`config.mk`:
```
export PLATFORM = sky130hd
export DESIGN_NAME = gmc_mode_ctrl
export DESIGN_NICKNAME = d
export VERILOG_FILES = /design/src/rtl/gmc_pkg.sv /design/src/rtl/gmc_mode_ctrl.sv
export VERILOG_INCLUDE_DIRS = /design/src /design/src/rtl
export SDC_FILE = /design/constraint.sdc
export NUM_CORES = 1
export LEC_CHECK = 0
export BUFFER_PORTS_ARGS = -buffer_cell sky130_fd_sc_hd__buf_2
export CELL_PAD_IN_SITES_DETAIL_PLACEMENT = 0
export CELL_PAD_IN_SITES_GLOBAL_PLACEMENT = 1
export CORE_AREA = 10 10 153 169
export CTS_BUF_LIST = sky130_fd_sc_hd__clkbuf_2 sky130_fd_sc_hd__clkbuf_4 sky130_fd_sc_hd__clkbuf_8
export DETAILED_ROUTE_END_ITERATION = 8
export DIE_AREA = 0 0 163 179
export PLACE_DENSITY = 0.93
export REMOVE_ABC_BUFFERS = 1
export SLEW_MARGIN = 20
export SYNTH_ARGS = -nofsm -noshare
export SYNTH_HDL_FRONTEND = slang
export SYNTH_SLANG_ARGS = --single-unit
```
`constraint.sdc`:
```
create_clock -name core_clk -period 3.36 [get_ports core_clk]
set_input_delay 0.168 -clock core_clk [delete_from_list [all_inputs] [get_ports core_clk]]
set_output_delay 0.168 -clock core_clk [all_outputs]
set_load 0.01 [all_outputs]
```
`src/rtl/gmc_defines.svh`:
```
// constants of the input-to-function mode control block
// assumes inclusion by bare name; definitions only
`ifndef GMC_DEFINES_SVH
`define GMC_DEFINES_SVH

// register byte offsets
`define GMC_OFF_CTRL      8'h00
`define GMC_OFF_FUNC      8'h04
`define GMC_OFF_CFG       8'h08
`define GMC_OFF_TONE      8'h0c
`define GMC_OFF_LCD       8'h10
`define GMC_OFF_STATE     8'h14
`define GMC_OFF_IRQ_STAT  8'h18
`define GMC_OFF_IRQ_MASK  8'h1c

// ctrl field positions
`define GMC_CTRL_GPI_EN   0
`define GMC_CTRL_BYPASS   1
`define GMC_CTRL_CLKSRC   2
`define GMC_CTRL_TWO_CH   3
`define GMC_CTRL_FAIL_ON  4
`define GMC_CTRL_DMX      5

// reset values
`define GMC_CTRL_RST      6'h08
`define GMC_FUNC_RST      12'h000
`define GMC_CFG_RST       4'h0
`define GMC_TONE_RST      16'h0014
`define GMC_LCD_RST       3'h4

// timing: debounce, in microseconds
`define GMC_DEB_US        5
`define GMC_CLK_MHZ       125
`define GMC_DEB_CYC       (`GMC_DEB_US * `GMC_CLK_MHZ)

// backlight timer: core_clk cycles in one second
`define GMC_SEC_CYC       125000000

// interrupt bit positions
`define GMC_IRQ_ACT       0
`define GMC_IRQ_META_FAIL 1
`define GMC_IRQ_REFUSED   2

`endif

```
`src/rtl/gmc_pkg.sv`:
```
// types of the input-to-function mode control block
package gmc_pkg;
	typedef enum logic [3:0] {
		GMC_FN_DISABLE     = 4'h0,
		GMC_FN_UPMIX_OFFON = 4'h1,
		GMC_FN_UPMIX_ONOFF = 4'h2,
		GMC_FN_AUTO_OFFAUT = 4'h3,
		GMC_FN_AUTO_AUTOFF = 4'h4,
		GMC_FN_AUTO_AUTON  = 4'h5,
		GMC_FN_EMG_OFFON   = 4'h6,
		GMC_FN_EMG_ONOFF   = 4'h7,
		GMC_FN_LOC_OFFMIX  = 4'h8,
		GMC_FN_LOC_OFFREP  = 4'h9,
		GMC_FN_LOC_MIXREP  = 4'ha
	} gmc_func_t;

	typedef enum logic [1:0] {
		GMC_PGM_51_2_EMG   = 2'h0,
		GMC_PGM_51_LOC_EMG = 2'h1,
		GMC_PGM_51_2_LOC   = 2'h2,
		GMC_PGM_4X2        = 2'h3
	} gmc_pgm_t;

	typedef enum logic [1:0] {
		GMC_DST_PGM1 = 2'h0,
		GMC_DST_PGM2 = 2'h1,
		GMC_DST_ALL  = 2'h2
	} gmc_dst_t;

	typedef enum logic [1:0] {
		GMC_LOC_OFF     = 2'h0,
		GMC_LOC_MIX     = 2'h1,
		GMC_LOC_REPLACE = 2'h3
	} gmc_loc_t;

	typedef enum logic [2:0] {
		GMC_TONE_SINE  = 3'h0,
		GMC_TONE_VOICE = 3'h1,
		GMC_TONE_PINK  = 3'h2,
		GMC_TONE_WHITE = 3'h3,
		GMC_TONE_BROWN = 3'h4
	} gmc_tone_t;

	// processing controls presented to the audio path
	typedef struct packed {
		logic     upmix_front;
		logic     auto_upmix;
		logic     full_upmix;
		logic     emg_active;
		gmc_loc_t local_state;
		gmc_pgm_t pgm_cfg;
		logic     dmx_to_78;
		gmc_dst_t emg_dst;
		logic     bypass_relay;
		logic     clk_ext;
	} gmc_proc_t;

	// test generator controls
	typedef struct packed {
		logic      on;
		gmc_tone_t kind;
		logic [1:0] cycle;
		logic [3:0] chan;
		logic [5:0] atten_db;
	} gmc_tone_ctl_t;
endpackage

```
`src/rtl/gmc_mode_ctrl.sv`:
```
// mode control: maps two contact inputs and a metadata input to audio functions
// assumes contact pins are asynchronous, active low, and metadata state comes
// from a decoder on core_clk; software on Avalon-MM with waitrequest
// Behaviour
// [RL1] each contact input's function is active while its pin is low, the metadata input's while its state is active.
// [RL2] no function family may be given to more than one of the three inputs; such a write is refused.
// [RL3] while contact control is enabled only the inputs act and all other setting writes are blocked.
// [RL4] front upmix off/on engages upmixing while active, on/off upmixes by default and stops while active.
// [RL5] auto upmix sums upmixer with the remaining channels, auto/on gives full upmix with no feed-through while active.
// [RL6] emergency mode mutes the main program and feeds the emergency input to the front pair, polarity selectable.
// [RL7] local functions apply the voiceover mix in mix state and full substitution in replace state.
// [RL8] the metadata input follows two-channel mode of program one when enabled, enabled by default.
// [RL9] on metadata loss the metadata input is forced to the failure state, default inactive.
// [RL10] four program configurations with fixed input-pair assignment are offered.
// [RL11] downmix to the 7/8 output takes effect only in the 5.1 plus stereo configuration.
// [RL12] emergency insertion replaces all audio of program 1, program 2 or all programs.
// [RL13] the sample clock source selects external reference or internal oscillator.
// [RL14] master bypass drives the relay that routes inputs straight to outputs.
// [RL15] test generator selects tone kind, level defaulting to -20 dBFS, and channel cycle defaulting to main program.
// [RL16] backlight goes off after the selected timeout and on at once when a control is pressed, default two hours.
// [RL17] contact inputs are synchronised and debounced so one closure makes one clean change.
//
// Added by the designer: the Avalon-MM slave port and the register offsets.
`timescale 1ns/1ns
`include "gmc_defines.svh"

module gmc_mode_ctrl #(
	parameter int DEB_CYC = `GMC_DEB_CYC,
	parameter longint SEC_CYC = `GMC_SEC_CYC
) (
	// clock and reset
	input  wire logic              core_clk,
	input  wire logic              sys_rst,
	// contact pins, active low
	input  wire logic              gpi_a_n,
	input  wire logic              gpi_b_n,
	// metadata decoder status
	input  wire logic              meta_valid,
	input  wire logic              meta_two_ch,
	// front panel control activity pulse
	input  wire logic              key_press,
	// avalon-mm slave
	input  wire logic [7:0]        avs_address,
	input  wire logic              avs_read,
	input  wire logic              avs_write,
	input  wire logic [31:0]       avs_writedata,
	input  wire logic [3:0]        avs_byteenable,
	output logic [31:0]            avs_readdata,
	output logic                   avs_waitrequest,
	// controls to the audio path, backlight and interrupt
	output gmc_pkg::gmc_proc_t     proc_ctl,
	output gmc_pkg::gmc_tone_ctl_t tone_ctl,
	output logic                   backlight_on,
	output logic                   irq
);
	import gmc_pkg::*;

	localparam int NIN = 3;

	// function family of a code; equal families on two inputs are refused
	function automatic logic [2:0] fam(input logic [3:0] f);
		unique case (f)
			GMC_FN_UPMIX_OFFON, GMC_FN_UPMIX_ONOFF: fam = 3'h1;
			GMC_FN_AUTO_OFFAUT, GMC_FN_AUTO_AUTOFF, GMC_FN_AUTO_AUTON: fam = 3'h2;
			GMC_FN_EMG_OFFON, GMC_FN_EMG_ONOFF: fam = 3'h3;
			GMC_FN_LOC_OFFMIX, GMC_FN_LOC_OFFREP, GMC_FN_LOC_MIXREP: fam = 3'h4;
			default: fam = 3'h0;
		endcase
	endfunction

	function automatic logic legal(input logic [11:0] f);
		logic [2:0] a;
		logic [2:0] b;
		logic [2:0] c;
		a = fam(f[3:0]);
		b = fam(f[7:4]);
		c = fam(f[11:8]);
		legal = !((a != 3'h0 && (a == b || a == c)) || (b != 3'h0 && b == c));
	endfunction

	// registers
	logic [5:0]    ctrl_r;
	logic [11:0]   func_r;
	logic [3:0]    cfg_r;
	logic [15:0]   tone_r;
	logic [2:0]    lcd_r;
	logic [2:0]    irq_stat_r;
	logic [2:0]    irq_mask_r;
	logic          ack_r;
	logic [NIN-1:0] in_act;
	logic [NIN-1:0] in_act_d_r;
	logic          meta_fail_d_r;
	logic          refused;

	wire gpi_en = ctrl_r[`GMC_CTRL_GPI_EN];
	// writes land at the edge where the master sees waitrequest low, not one earlier
	wire wr_go  = avs_write && ack_r;
	wire rd_go  = avs_read && !ack_r;

	// contact pin synchronisers and debounce counters
	logic [1:0] sync_r [2];
	logic [1:0] stable_r;
	genvar gi;
	generate
		for (gi = 0; gi < 2; gi++) begin : g_deb
			logic [15:0] cnt_r;
			// raw pin level into the first flop; no gate ahead of the synchroniser
			wire pin_raw = (gi == 0) ? gpi_a_n : gpi_b_n;
			always_ff @(posedge core_clk) begin
				if (sys_rst) begin
					// open-contact level, so no closure is seen after reset
					sync_r[gi] <= 2'h3;
				end else begin
					sync_r[gi] <= {sync_r[gi][0], pin_raw}; // RL17
				end
			end
			always_ff @(posedge core_clk) begin
				if (sys_rst) begin
					cnt_r         <= 16'h0;
					stable_r[gi]  <= 1'b0;
				end else if ((!sync_r[gi][1]) == stable_r[gi]) begin
					cnt_r <= 16'h0;
				end else if (cnt_r == 16'(DEB_CYC - 1)) begin
					cnt_r        <= 16'h0;
					stable_r[gi] <= !sync_r[gi][1]; // RL17
				end else begin
					cnt_r <= cnt_r + 16'h1;
				end
			end
		end
	endgenerate

	// metadata-driven virtual input
	logic meta_in;
	always_comb begin
		if (!meta_valid) begin
			meta_in = ctrl_r[`GMC_CTRL_FAIL_ON]; // RL9
		end else begin
			meta_in = ctrl_r[`GMC_CTRL_TWO_CH] && meta_two_ch; // RL8
		end
	end

	// inputs act only while contact control is enabled
	assign in_act = gpi_en ? {meta_in, stable_r} : 3'h0; // RL1

	// function resolution across the three inputs
	gmc_proc_t nxt;
	always_comb begin
		logic [3:0] f;
		logic emg_fn;
		f      = 4'h0;
		emg_fn = 1'b0;
		nxt              = '0;
		nxt.pgm_cfg      = gmc_pgm_t'(cfg_r[1:0]); // RL10
		nxt.emg_dst      = gmc_dst_t'(cfg_r[3:2]); // RL12
		nxt.bypass_relay = ctrl_r[`GMC_CTRL_BYPASS]; // RL14
		nxt.clk_ext      = ctrl_r[`GMC_CTRL_CLKSRC]; // RL13
		nxt.dmx_to_78    = ctrl_r[`GMC_CTRL_DMX] && cfg_r[1:0] == GMC_PGM_51_2_EMG; // RL11
		nxt.local_state  = GMC_LOC_OFF;
		for (int i = 0; i < NIN; i++) begin
			f = func_r[4*i +: 4];
			unique case (f)
				GMC_FN_UPMIX_OFFON: nxt.upmix_front = in_act[i]; // RL4
				GMC_FN_UPMIX_ONOFF: nxt.upmix_front = !in_act[i]; // RL4
				GMC_FN_AUTO_OFFAUT: nxt.auto_upmix = in_act[i]; // RL5
				GMC_FN_AUTO_AUTOFF: nxt.auto_upmix = !in_act[i]; // RL5
				GMC_FN_AUTO_AUTON: begin
					nxt.auto_upmix = !in_act[i]; // RL5
					nxt.full_upmix = in_act[i];
				end
				GMC_FN_EMG_OFFON: emg_fn = in_act[i]; // RL6
				GMC_FN_EMG_ONOFF: emg_fn = !in_act[i]; // RL6
				GMC_FN_LOC_OFFMIX: nxt.local_state = in_act[i] ? GMC_LOC_MIX : GMC_LOC_OFF; // RL7
				GMC_FN_LOC_OFFREP: nxt.local_state = in_act[i] ? GMC_LOC_REPLACE : GMC_LOC_OFF; // RL7
				GMC_FN_LOC_MIXREP: nxt.local_state = in_act[i] ? GMC_LOC_REPLACE : GMC_LOC_MIX; // RL7
				default: ;
			endcase
		end
		// emergency only exists where the 9/10 pair carries it
		nxt.emg_active = emg_fn && cfg_r[1:0] != GMC_PGM_51_2_LOC; // RL6
	end

	always_ff @(posedge core_clk) begin
		if (sys_rst) begin
			proc_ctl <= '0;
		end else begin
			proc_ctl <= nxt;
		end
	end

	// settings writes; only the enable is writable while contact control runs
	wire wr_blk = gpi_en; // RL3
	always_ff @(posedge core_clk) begin
		if (sys_rst) begin
			ctrl_r <= `GMC_CTRL_RST;
			func_r <= `GMC_FUNC_RST;
			cfg_r  <= `GMC_CFG_RST;
			tone_r <= `GMC_TONE_RST;
			lcd_r  <= `GMC_LCD_RST;
		end else if (wr_go && avs_byteenable[0]) begin
			unique case (avs_address)
				`GMC_OFF_CTRL: begin
					if (wr_blk) begin
						ctrl_r[`GMC_CTRL_GPI_EN] <= avs_writedata[`GMC_CTRL_GPI_EN]; // RL3
					end else begin
						ctrl_r <= avs_writedata[5:0];
					end
				end
				`GMC_OFF_FUNC: begin
					if (!wr_blk && legal(avs_writedata[11:0])) begin
						func_r <= avs_writedata[11:0]; // RL2
					end
				end
				`GMC_OFF_CFG: if (!wr_blk && avs_writedata[3:2] != 2'h3) cfg_r <= avs_writedata[3:0];
				`GMC_OFF_TONE: if (!wr_blk) tone_r <= avs_writedata[15:0]; // RL15
				`GMC_OFF_LCD: if (!wr_blk) lcd_r <= avs_writedata[2:0]; // RL16
				default: ;
			endcase
		end
	end

	assign refused = wr_go && avs_byteenable[0] && (
		(wr_blk && avs_address != `GMC_OFF_CTRL && avs_address <= `GMC_OFF_LCD) ||
		(!wr_blk && avs_address == `GMC_OFF_FUNC && !legal(avs_writedata[11:0])));

	always_ff @(posedge core_clk) begin
		if (sys_rst) begin
			tone_ctl <= '0;
		end else begin
			tone_ctl.on       <= tone_r[15]; // RL15
			tone_ctl.kind     <= (tone_r[14:12] > 3'h4) ? GMC_TONE_SINE : gmc_tone_t'(tone_r[14:12]);
			tone_ctl.cycle    <= tone_r[11:10];
			tone_ctl.chan     <= tone_r[9:6];
			tone_ctl.atten_db <= tone_r[5:0];
		end
	end

	// backlight timer: code 0 never, 1..7 = 1,5,15,120,60,240,480 minutes
	function automatic logic [31:0] to_sec(input logic [2:0] c);
		unique case (c)
			3'h0: to_sec = 32'h0;
			3'h1: to_sec = 32'd60;
			3'h2: to_sec = 32'd300;
			3'h3: to_sec = 32'd900;
			3'h4: to_sec = 32'd7200;
			3'h5: to_sec = 32'd3600;
			3'h6: to_sec = 32'd14400;
			default: to_sec = 32'd28800;
		endcase
	endfunction

	logic [31:0] tick_r;
	logic [31:0] secs_r;
	wire sec_tick = tick_r == 32'(SEC_CYC - 1);
	always_ff @(posedge core_clk) begin
		if (sys_rst || key_press || sec_tick) begin
			tick_r <= 32'h0;
		end else begin
			tick_r <= tick_r + 32'h1;
		end
	end
	always_ff @(posedge core_clk) begin
		if (sys_rst) begin
			secs_r       <= 32'h0;
			backlight_on <= 1'b1;
		end else if (key_press) begin
			secs_r       <= 32'h0;
			backlight_on <= 1'b1; // RL16
		end else if (sec_tick && backlight_on && to_sec(lcd_r) != 32'h0) begin
			secs_r <= secs_r + 32'h1;
			if (secs_r + 32'h1 >= to_sec(lcd_r)) begin
				backlight_on <= 1'b0; // RL16
			end
		end
	end

	// interrupts: set wins over write-one-to-clear
	logic [2:0] ev;
	always_ff @(posedge core_clk) begin
		if (sys_rst) begin
			in_act_d_r    <= 3'h0;
			meta_fail_d_r <= 1'b0;
		end else begin
			in_act_d_r    <= in_act;
			meta_fail_d_r <= !meta_valid;
		end
	end
	assign ev = {refused, !meta_valid && !meta_fail_d_r, in_act != in_act_d_r};
	always_ff @(posedge core_clk) begin
		if (sys_rst) begin
			irq_stat_r <= 3'h0;
			irq_mask_r <= 3'h0;
		end else begin
			if (wr_go && avs_byteenable[0] && avs_address == `GMC_OFF_IRQ_MASK) begin
				irq_mask_r <= avs_writedata[2:0];
			end
			if (wr_go && avs_byteenable[0] && avs_address == `GMC_OFF_IRQ_STAT) begin
				irq_stat_r <= (irq_stat_r & ~avs_writedata[2:0]) | ev;
			end else begin
				irq_stat_r <= irq_stat_r | ev;
			end
		end
	end
	always_ff @(posedge core_clk) begin
		if (sys_rst) begin
			irq <= 1'b0;
		end else begin
			irq <= |(irq_stat_r & irq_mask_r);
		end
	end

	// bus answer: one wait cycle, then ack with read data
	always_ff @(posedge core_clk) begin
		if (sys_rst) begin
			ack_r           <= 1'b0;
			avs_waitrequest <= 1'b1;
			avs_readdata    <= 32'h0;
		end else begin
			ack_r <= (avs_read || avs_write) && !ack_r;
			avs_waitrequest <= !((avs_read || avs_write) && !ack_r);
			if (rd_go) begin
				unique case (avs_address)
					`GMC_OFF_CTRL:     avs_readdata <= {26'h0, ctrl_r};
					`GMC_OFF_FUNC:     avs_readdata <= {20'h0, func_r};
					`GMC_OFF_CFG:      avs_readdata <= {28'h0, cfg_r};
					`GMC_OFF_TONE:     avs_readdata <= {16'h0, tone_r};
					`GMC_OFF_LCD:      avs_readdata <= {29'h0, lcd_r};
					`GMC_OFF_STATE:    avs_readdata <= {24'h0, backlight_on, meta_valid,
						proc_ctl.local_state, proc_ctl.emg_active, proc_ctl.full_upmix,
						proc_ctl.auto_upmix, proc_ctl.upmix_front};
					`GMC_OFF_IRQ_STAT: avs_readdata <= {29'h0, irq_stat_r};
					`GMC_OFF_IRQ_MASK: avs_readdata <= {29'h0, irq_mask_r};
					default:           avs_readdata <= 32'h0;
				endcase
			end
		end
	end
	// checks
	chk_refused_flag: assert property (@(posedge core_clk) disable iff (sys_rst) // RL2
		refused |=> irq_stat_r[`GMC_IRQ_REFUSED]) else $error("refused write not flagged");
	chk_func_legal: assert property (@(posedge core_clk) disable iff (sys_rst) // RL2
		legal(func_r)) else $error("duplicate function family held");
	chk_blocked_cfg: assert property (@(posedge core_clk) disable iff (sys_rst) // RL3
		gpi_en |=> $stable(func_r) && $stable(cfg_r)) else $error("setting changed under gpi");
	chk_dmx_only_51: assert property (@(posedge core_clk) disable iff (sys_rst) // RL11
		proc_ctl.dmx_to_78 |-> proc_ctl.pgm_cfg == GMC_PGM_51_2_EMG) else $error("downmix wrong cfg");
	chk_meta_fail: assert property (@(posedge core_clk) disable iff (sys_rst) // RL9
		!meta_valid && gpi_en |-> meta_in == ctrl_r[`GMC_CTRL_FAIL_ON]) else $error("fail state");
	chk_upmix_pol: assert property (@(posedge core_clk) disable iff (sys_rst) // RL4
		gpi_en && $stable(gpi_en) && func_r[3:0] == GMC_FN_UPMIX_OFFON && $stable(func_r)
		|=> proc_ctl.upmix_front == $past(in_act[0])) else $error("upmix polarity");
	chk_debounce: assert property (@(posedge core_clk) disable iff (sys_rst) // RL17
		$changed(stable_r[0]) |-> $past(sync_r[0][1]) != stable_r[0]) else $error("debounce");
	chk_backlight_key: assert property (@(posedge core_clk) disable iff (sys_rst) // RL16
		key_press |=> backlight_on) else $error("backlight not restored");
	chk_bypass_out: assert property (@(posedge core_clk) disable iff (sys_rst) // RL14
		##1 proc_ctl.bypass_relay == $past(ctrl_r[`GMC_CTRL_BYPASS])) else $error("bypass");
	// gating, flags, interrupt line, blocking and backlight hold
	chk_emg_cfg_gate: assert property (@(posedge core_clk) disable iff (sys_rst) // RL6
		proc_ctl.emg_active |-> proc_ctl.pgm_cfg != GMC_PGM_51_2_LOC) else $error("emergency cfg");
	chk_act_flag: assert property (@(posedge core_clk) disable iff (sys_rst) // RL1
		ev[`GMC_IRQ_ACT] |=> irq_stat_r[`GMC_IRQ_ACT]) else $error("input change not flagged");
	chk_meta_flag: assert property (@(posedge core_clk) disable iff (sys_rst) // RL9
		ev[`GMC_IRQ_META_FAIL] |=> irq_stat_r[`GMC_IRQ_META_FAIL]) else $error("meta loss not flagged");
	chk_irq_raise: assert property (@(posedge core_clk) disable iff (sys_rst) // RL3
		(|(irq_stat_r & irq_mask_r)) |=> irq) else $error("irq not raised");
	chk_irq_drop: assert property (@(posedge core_clk) disable iff (sys_rst) // RL3
		(!(|(irq_stat_r & irq_mask_r))) |=> !irq) else $error("irq not dropped");
	chk_blocked_misc: assert property (@(posedge core_clk) disable iff (sys_rst) // RL3
		gpi_en |=> $stable(tone_r) && $stable(lcd_r)) else $error("tone or lcd changed under gpi");
	chk_relay_held: assert property (@(posedge core_clk) disable iff (sys_rst) // RL3
		gpi_en |=> $stable(ctrl_r[`GMC_CTRL_BYPASS])) else $error("bypass changed under gpi");
	chk_backlight_never: assert property (@(posedge core_clk) disable iff (sys_rst) // RL16
		lcd_r == 3'h0 && backlight_on |=> backlight_on) else $error("backlight dropped");
endmodule

```
Word-level counts from Yosys, hierarchy flattened:

Memory sizes are Yosys's and may differ from the RTL's.
Index checks and enable logic that the tools add are counted.

* memories kept: 7
* output and inout bits: 64
* memory bits (writable): 4
* memory bits (read-only): 288
* flip-flop bits (word level): 214
* bits of input ports: 53
* word-level logic and storage cells: 233

* bitwise logic cells: 10
* eq/ne operators: 57
* add/subtract/negate cells: 4
* muxes and demuxes: 48
* reduce and logical (&&, ||, !) cells: 68
* order comparisons: 3

Memories
* (no name shown): depth 16, width 3, read ports 1, clocked after memory_dff 0, write ports 0, RTL line gmc_mode_ctrl.sv:62 `unique case (f)`
* (no name shown): depth 16, width 3, read ports 1, clocked after memory_dff 0, write ports 0, RTL line gmc_mode_ctrl.sv:62
* (no name shown): depth 16, width 3, read ports 1, clocked after memory_dff 0, write ports 0, RTL line gmc_mode_ctrl.sv:62
* (no name shown): depth 16, width 3, read ports 1, clocked after memory_dff 0, write ports 0, RTL line gmc_mode_ctrl.sv:62
* (no name shown): depth 16, width 3, read ports 1, clocked after memory_dff 0, write ports 0, RTL line gmc_mode_ctrl.sv:62
* (no name shown): depth 16, width 3, read ports 1, clocked after memory_dff 0, write ports 0, RTL line gmc_mode_ctrl.sv:62
* +1 memories

Operator list (count)
* 2-to-1 mux 32 bit: 5
* one-hot mux 16 bit (8 select lines): 1
* one-hot mux 15 bit (7 select lines): 1
* adder 32 x 1 -> 32 bit, second input constant: 2
* equality test 4 x 3 -> 1 bit, second input constant: 12
* equality test 4 bit, second input constant: 9
* 2-to-1 mux 3 bit: 11
* adder 16 x 1 -> 16 bit, second input constant: 2
* equality test 16 x 10 -> 1 bit, second input constant: 2
* equality test 32 x 27 -> 1 bit, second input constant: 1
* equality test 8 x 5 -> 1 bit, second input constant: 4
* >= comparator 32 bit: 1
* nonzero test 32 bit: 1
* equality test 4 x 2 -> 1 bit, second input constant: 6
* logical AND 1 bit: 23
* equality test 3 bit: 6
* one-hot mux 1 bit (2 select lines): 9
* one-hot mux 2 bit (3 select lines): 3
* equality test 8 x 4 -> 1 bit, second input constant: 2
* 2-to-1 mux 2 bit: 8
* AND reduction 3 bit: 5
* equality test 4 x 1 -> 1 bit, second input constant: 3
* nonzero test 3 bit: 4
* logical NOT 1 bit: 11
* 23 further kinds: 58

Logic depth before layout (Yosys ltp):

* depth in word-level cells: 11
* depth in mapped cells: 13
* gate-level depth less buffers: 13

Least setup slack after synthesis:

No wires, ideal clock.

* path kind: reg2reg
* from: reg secs_r[0]
* to: reg backlight_on
* setup slack: 0.740 ns
* clock period less this slack: 2.620 ns
* arrival: 2.551 ns
* path buffers: 0
* data required time: 3.291 ns
* setup time: 0.069 ns
* cell stages (with the launch flop): 14
* cell sequence: dfxtp_1 ha_1 nand3_1 nor2_1 and3_1 xor2_1 ha_1 nand2_1 nor2_1 a211oi_1 a31oi_1 nor3_1 nand4_1 o21ai_1

* cells in the longest elaborated chain, start to end: 3

RTL lines
* start, declared: RTL line gmc_mode_ctrl.sv:253 `logic [31:0] secs_r;`
* start signal, assigned: RTL line gmc_mode_ctrl.sv:270 `secs_r <= secs_r + 32'h1;`
* adder 32 x 1 -> 32 bit: RTL line gmc_mode_ctrl.sv:271 `if (secs_r + 32'h1 >= to_sec(lcd_r)) begin`
* >= comparator 32 bit: RTL line gmc_mode_ctrl.sv:271
* AND reduction 2 bit (no line)
* end signal, assigned: RTL line gmc_mode_ctrl.sv:265 `backlight_on <= 1'b1;`
* end signal, assigned: RTL line gmc_mode_ctrl.sv:268 `backlight_on <= 1'b1;`
* end signal, assigned: RTL line gmc_mode_ctrl.sv:272 `backlight_on <= 1'b0;`
* end, declared: RTL line gmc_mode_ctrl.sv:53 `output logic backlight_on,`

Every way passes these cells.
A chain may end at the register's enable or synchronous reset.

Final worst setup path:

* from: reg secs_r[2]
* to: reg backlight_on

Same word-level chain as after synthesis.

==> results by group <==
Power and ir drop
  – Peak supply drop: 253.8 uV
  – Design Power: 5.062 mW
  – Lkg Pwr: 4.302 nW
  – Pwr Density: 444.6 mW/mm^2

Yosys
  – Number of enable flip-flop cells after synthesis: 0
  – Largest area contributor in the netlist: dfxtp_1
  – Cells after synthesis: 1202
  – Sequential fraction of the synthesis area: 40.78%
  – FFs w/ async S/R, synth: 0%
  – Share of the synthesized area in the top cell type: 40.78%
  – Ys flop type: dfxtp_1
  – #FFs+latches synth: 202
  – Mapped Area: 0.009916 sq mm
  – Warnings, synthesis: 0
  – Syn Area/Cell: 8.249 sq um
  – Yosys cell types: 74
  – Top post-synthesis cells by area: dfxtp_1 (41%), nor2_1 (6.9%), xor2_1 (5.8%)

Clocking
  – Sink Count: 202
  – Worst-path clk slew: 0.06 ns
  – Clk root buf: clkbuf_8
  – Post-CTS setup buffer count: 0
  – CTS tree: yes
  – Clock latency on the worst-skew pair: 0.52 ns
  – Worst-case clock buffer depth: 3
  – Post_cts resized: 0
  – H-tree Lvls: 2
  – Total CTS buffers: 35

Routing
  – DRT Wirelength: 23.91 mm
  – Wire per inst: 14.90 um
  – Via-per-instance ratio: 5.316
  – First DRT Iteration DRCs: 508
  – M1 WL: 10.41 mm
  – Uppermost layer routed: met4
  – WL met2: 11.75 mm
  – Routed wl met3: 1.288 mm
  – Drt drc: 0
  – Antenna viol nets, final: 0
  – Pre-antenna DRT Iters: 5
  – Via count: 8532

STA
  – Worst Skew: 0.01693 ns
  – FMAX: 0.3625 GHz
  – Post-route setup slack: 0.6011 ns
  – Slew margin rel.: 46.30%
  – RSZ-0062 raised after global routing: false
  – Period Utilization, post-route: 82.11%
  – Final setup viols: 0
  – Number of slew-limit violations in the final report: 0
  – Final Hold Fails: 0
  – Worst slew pin tran: 0.7981 ns
  – Sum Neg Setup Slack: 0 ns
  – Minimum clock period: 2.759 ns
  – WHS: 0.04535 ns

Layout
  – Share of cells above drive strength 1: 13.49%
  – Post-layout util: 50.61%
  – Area growth syn-to-layout: 14.81%
  – Footprint of the multi-input gates: 0.005429 sq mm
  – Fillers: 2199
  – Register cell area after layout: 0.004044 sq mm
  – Commonest non-fill, non-tap cell in the layout: dfxtp_1
  – Ant diodes: 0
  – Fin nets: 1361
  – Commonest non-fill, non-tap cells in the layout: dfxtp_1 (202), nor2_1 (181), nand2_1 (135)
  – Post-route cell area: 0.01138 sq mm
  – Post-Layout Cell Count: 1605

Critical path
  – Most used cell along the critical path: nor2_1
  – CP arrival: 3.20 ns
  – Worst Path Class, Setup: flip-flop to flip-flop
  – Worst EP required: 3.80 ns
  – CP peak stage delay: 0.42 ns
  – CP max-delay cell: dfxtp_1
  – Critical R2R Launch: secs_r[2]
  – Worst Path Max Fanout: 5
  – Crit end category: flip-flop
  – Crit-path cells: nand4_1 > nor2_1 > nand3_1 > nor2_1 > xor2_1 > ha_1 > nand2_1 > nor2_1 > a211oi_1 > a31oi_1 > nor3_1 > nand4_1 > o21ai_1
  – Type of origin of the critical path: flip-flop
  – Crit path launch: secs_r[2]

Floorplanning
  – Die W: 163 um
  – Row Count: 58
  – Die Height: 179 um
  – Starting Density: 44.08%
  – Die area: 0.02918 sq mm
  – Io pins: 117
  – Core region area: 0.02250 sq mm

GRT
  – First-pass GRT wire length: 39.37 mm
  – Global route overflow: 0
  – Vias in the first global route: 8180
  – Initial antenna violation count: 0
  – Pin count of the biggest net entering global routing: 63
  – GRT Util Overall: 16.00%

Place
  – Placed cell area: 0.01041 sq mm
  – Dpl cells: 1527
  – Pre-CTS setup slack: 0.6328 ns
  – Placer congestion estimate: 0.9220
  – Post-DP HPWL: 16.81 mm
  – Number of port buffers: 81

Hold path
  – Worst hold path type: input pin to flip-flop
  – Hold Path Origin: avs_writedata[0]

Flow run
  – Max cap viols: 0

Run status
  – Status: finished, final reports clean
path summary, 6_finish.rpt:
path / slack [ns] / to / cells past startpoint
setup reg to reg: 0.60 / backlight_on / 13
hold / removal: 0.05 / tone_r[0] / 3
hold reg to reg: 0.41 / sync_r[1][1] / 1
setup / recovery: 0.60 / backlight_on / 13
synth_stat cells, types with 3 or more instances:
| master | count |
|---|---|
| nor4_1 | 14 |
| nor3_1 | 23 |
| buf_4 | 16 |
| mux2i_1 | 19 |
| nand2b_1 | 8 |
| o21bai_1 | 3 |
| o22ai_1 | 5 |
| dfxtp_1 | 202 |
| ha_1 | 24 |
| nand2_1 | 135 |
| inv_1 | 19 |
| nor3b_1 | 3 |
| a21oi_1 | 74 |
| mux2_2 | 3 |
| nand3b_1 | 5 |
| and4_1 | 4 |
| xnor2_1 | 44 |
| or2_2 | 10 |
| a21boi_0 | 3 |
| nor2b_1 | 27 |
| nor2_1 | 181 |
| nor4b_1 | 7 |
| a211oi_1 | 7 |
| and2_1 | 8 |
| and3_1 | 22 |
| buf_1 | 6 |
| clkbuf_1 | 45 |
| a221oi_1 | 4 |
| a222oi_1 | 6 |
| a211o_1 | 3 |
| a31oi_1 | 5 |
| nand3_1 | 64 |
| o21ai_0 | 22 |
| xor2_1 | 66 |
| nand4_1 | 23 |
| a22oi_1 | 18 |
| buf_2 | 10 |
| or3_1 | 13 |
report_power, final:
part	internal, mW	switching (mW)	leakage, nW	total (mW)
logic	0.0656	0.120	2.27	0.186
clock network	1.47	1.00	0.398	2.47
registers	2.40	0.00525	1.63	2.41
total	3.94	1.13	4.30	5.06
kinds of logic after synthesis:
kind of cell             count (synthesis)  share of synthesized area, %
AO/OA/AOI/OAI                          174                         11.08
adder cells (fa/ha/maj)                 24                         3.028
buffers and inverters                  100                         5.098
multiplexers                            22                         2.259
AND/OR/NAND/NOR                        569                         28.00
XOR/XNOR                               110                         9.716
flip-flops                             202                         40.78
other                                    1                       0.03782
critical path: cells and delay by family (launching register included):
kind                       cells  cell delay [ns]
DFF                            1             0.42
and+or+nand+nor                8             1.41
adders and majority gates      1             0.26
xor gates and xnor gates       1             0.17
AOI/OAI and AO/OA              3             0.43
flip-flops by register name (all words and copies together) (netlist names), 4 cells and up:
| register | count |
|---|---|
| proc_ctl | 13 |
| func_r | 12 |
| tick_r | 32 |
| tone_ctl | 16 |
| secs_r | 32 |
| tone_r | 16 |
| cfg_r | 4 |
| sync_r | 4 |
| g_deb.cnt_r | 32 |
| ctrl_r | 6 |
| avs_readdata | 16 |
routing by layer:
| metal | GRT usage [%] | up-vias |
|---|---|---|
| met4 | 5.902 | 0 |
| li1 | - | 4281 |
| met1 | 19.43 | 4007 |
| met3 | 3.468 | 37 |
| met2 | 27.25 | 207 |
| met5 | 0 | - |
what timing repair did:
item / in CTS / in global routing
hold endpoints to repair: 26 / 0
hold buffers: 20 / 0
setup endpoints to repair: 0 / 0
cell type report:
type / count / area share [%]
repair buffers: 110 / 5.935
well taps: 300 / 3.297
multi-input cells: 915 / 47.69
flip-flops and latches: 202 / 35.52
inverters: 20 / 0.7803
clock inverters: 9 / 1.132
clock buffers: 49 / 5.649
(Power assumes the default switching activity.)
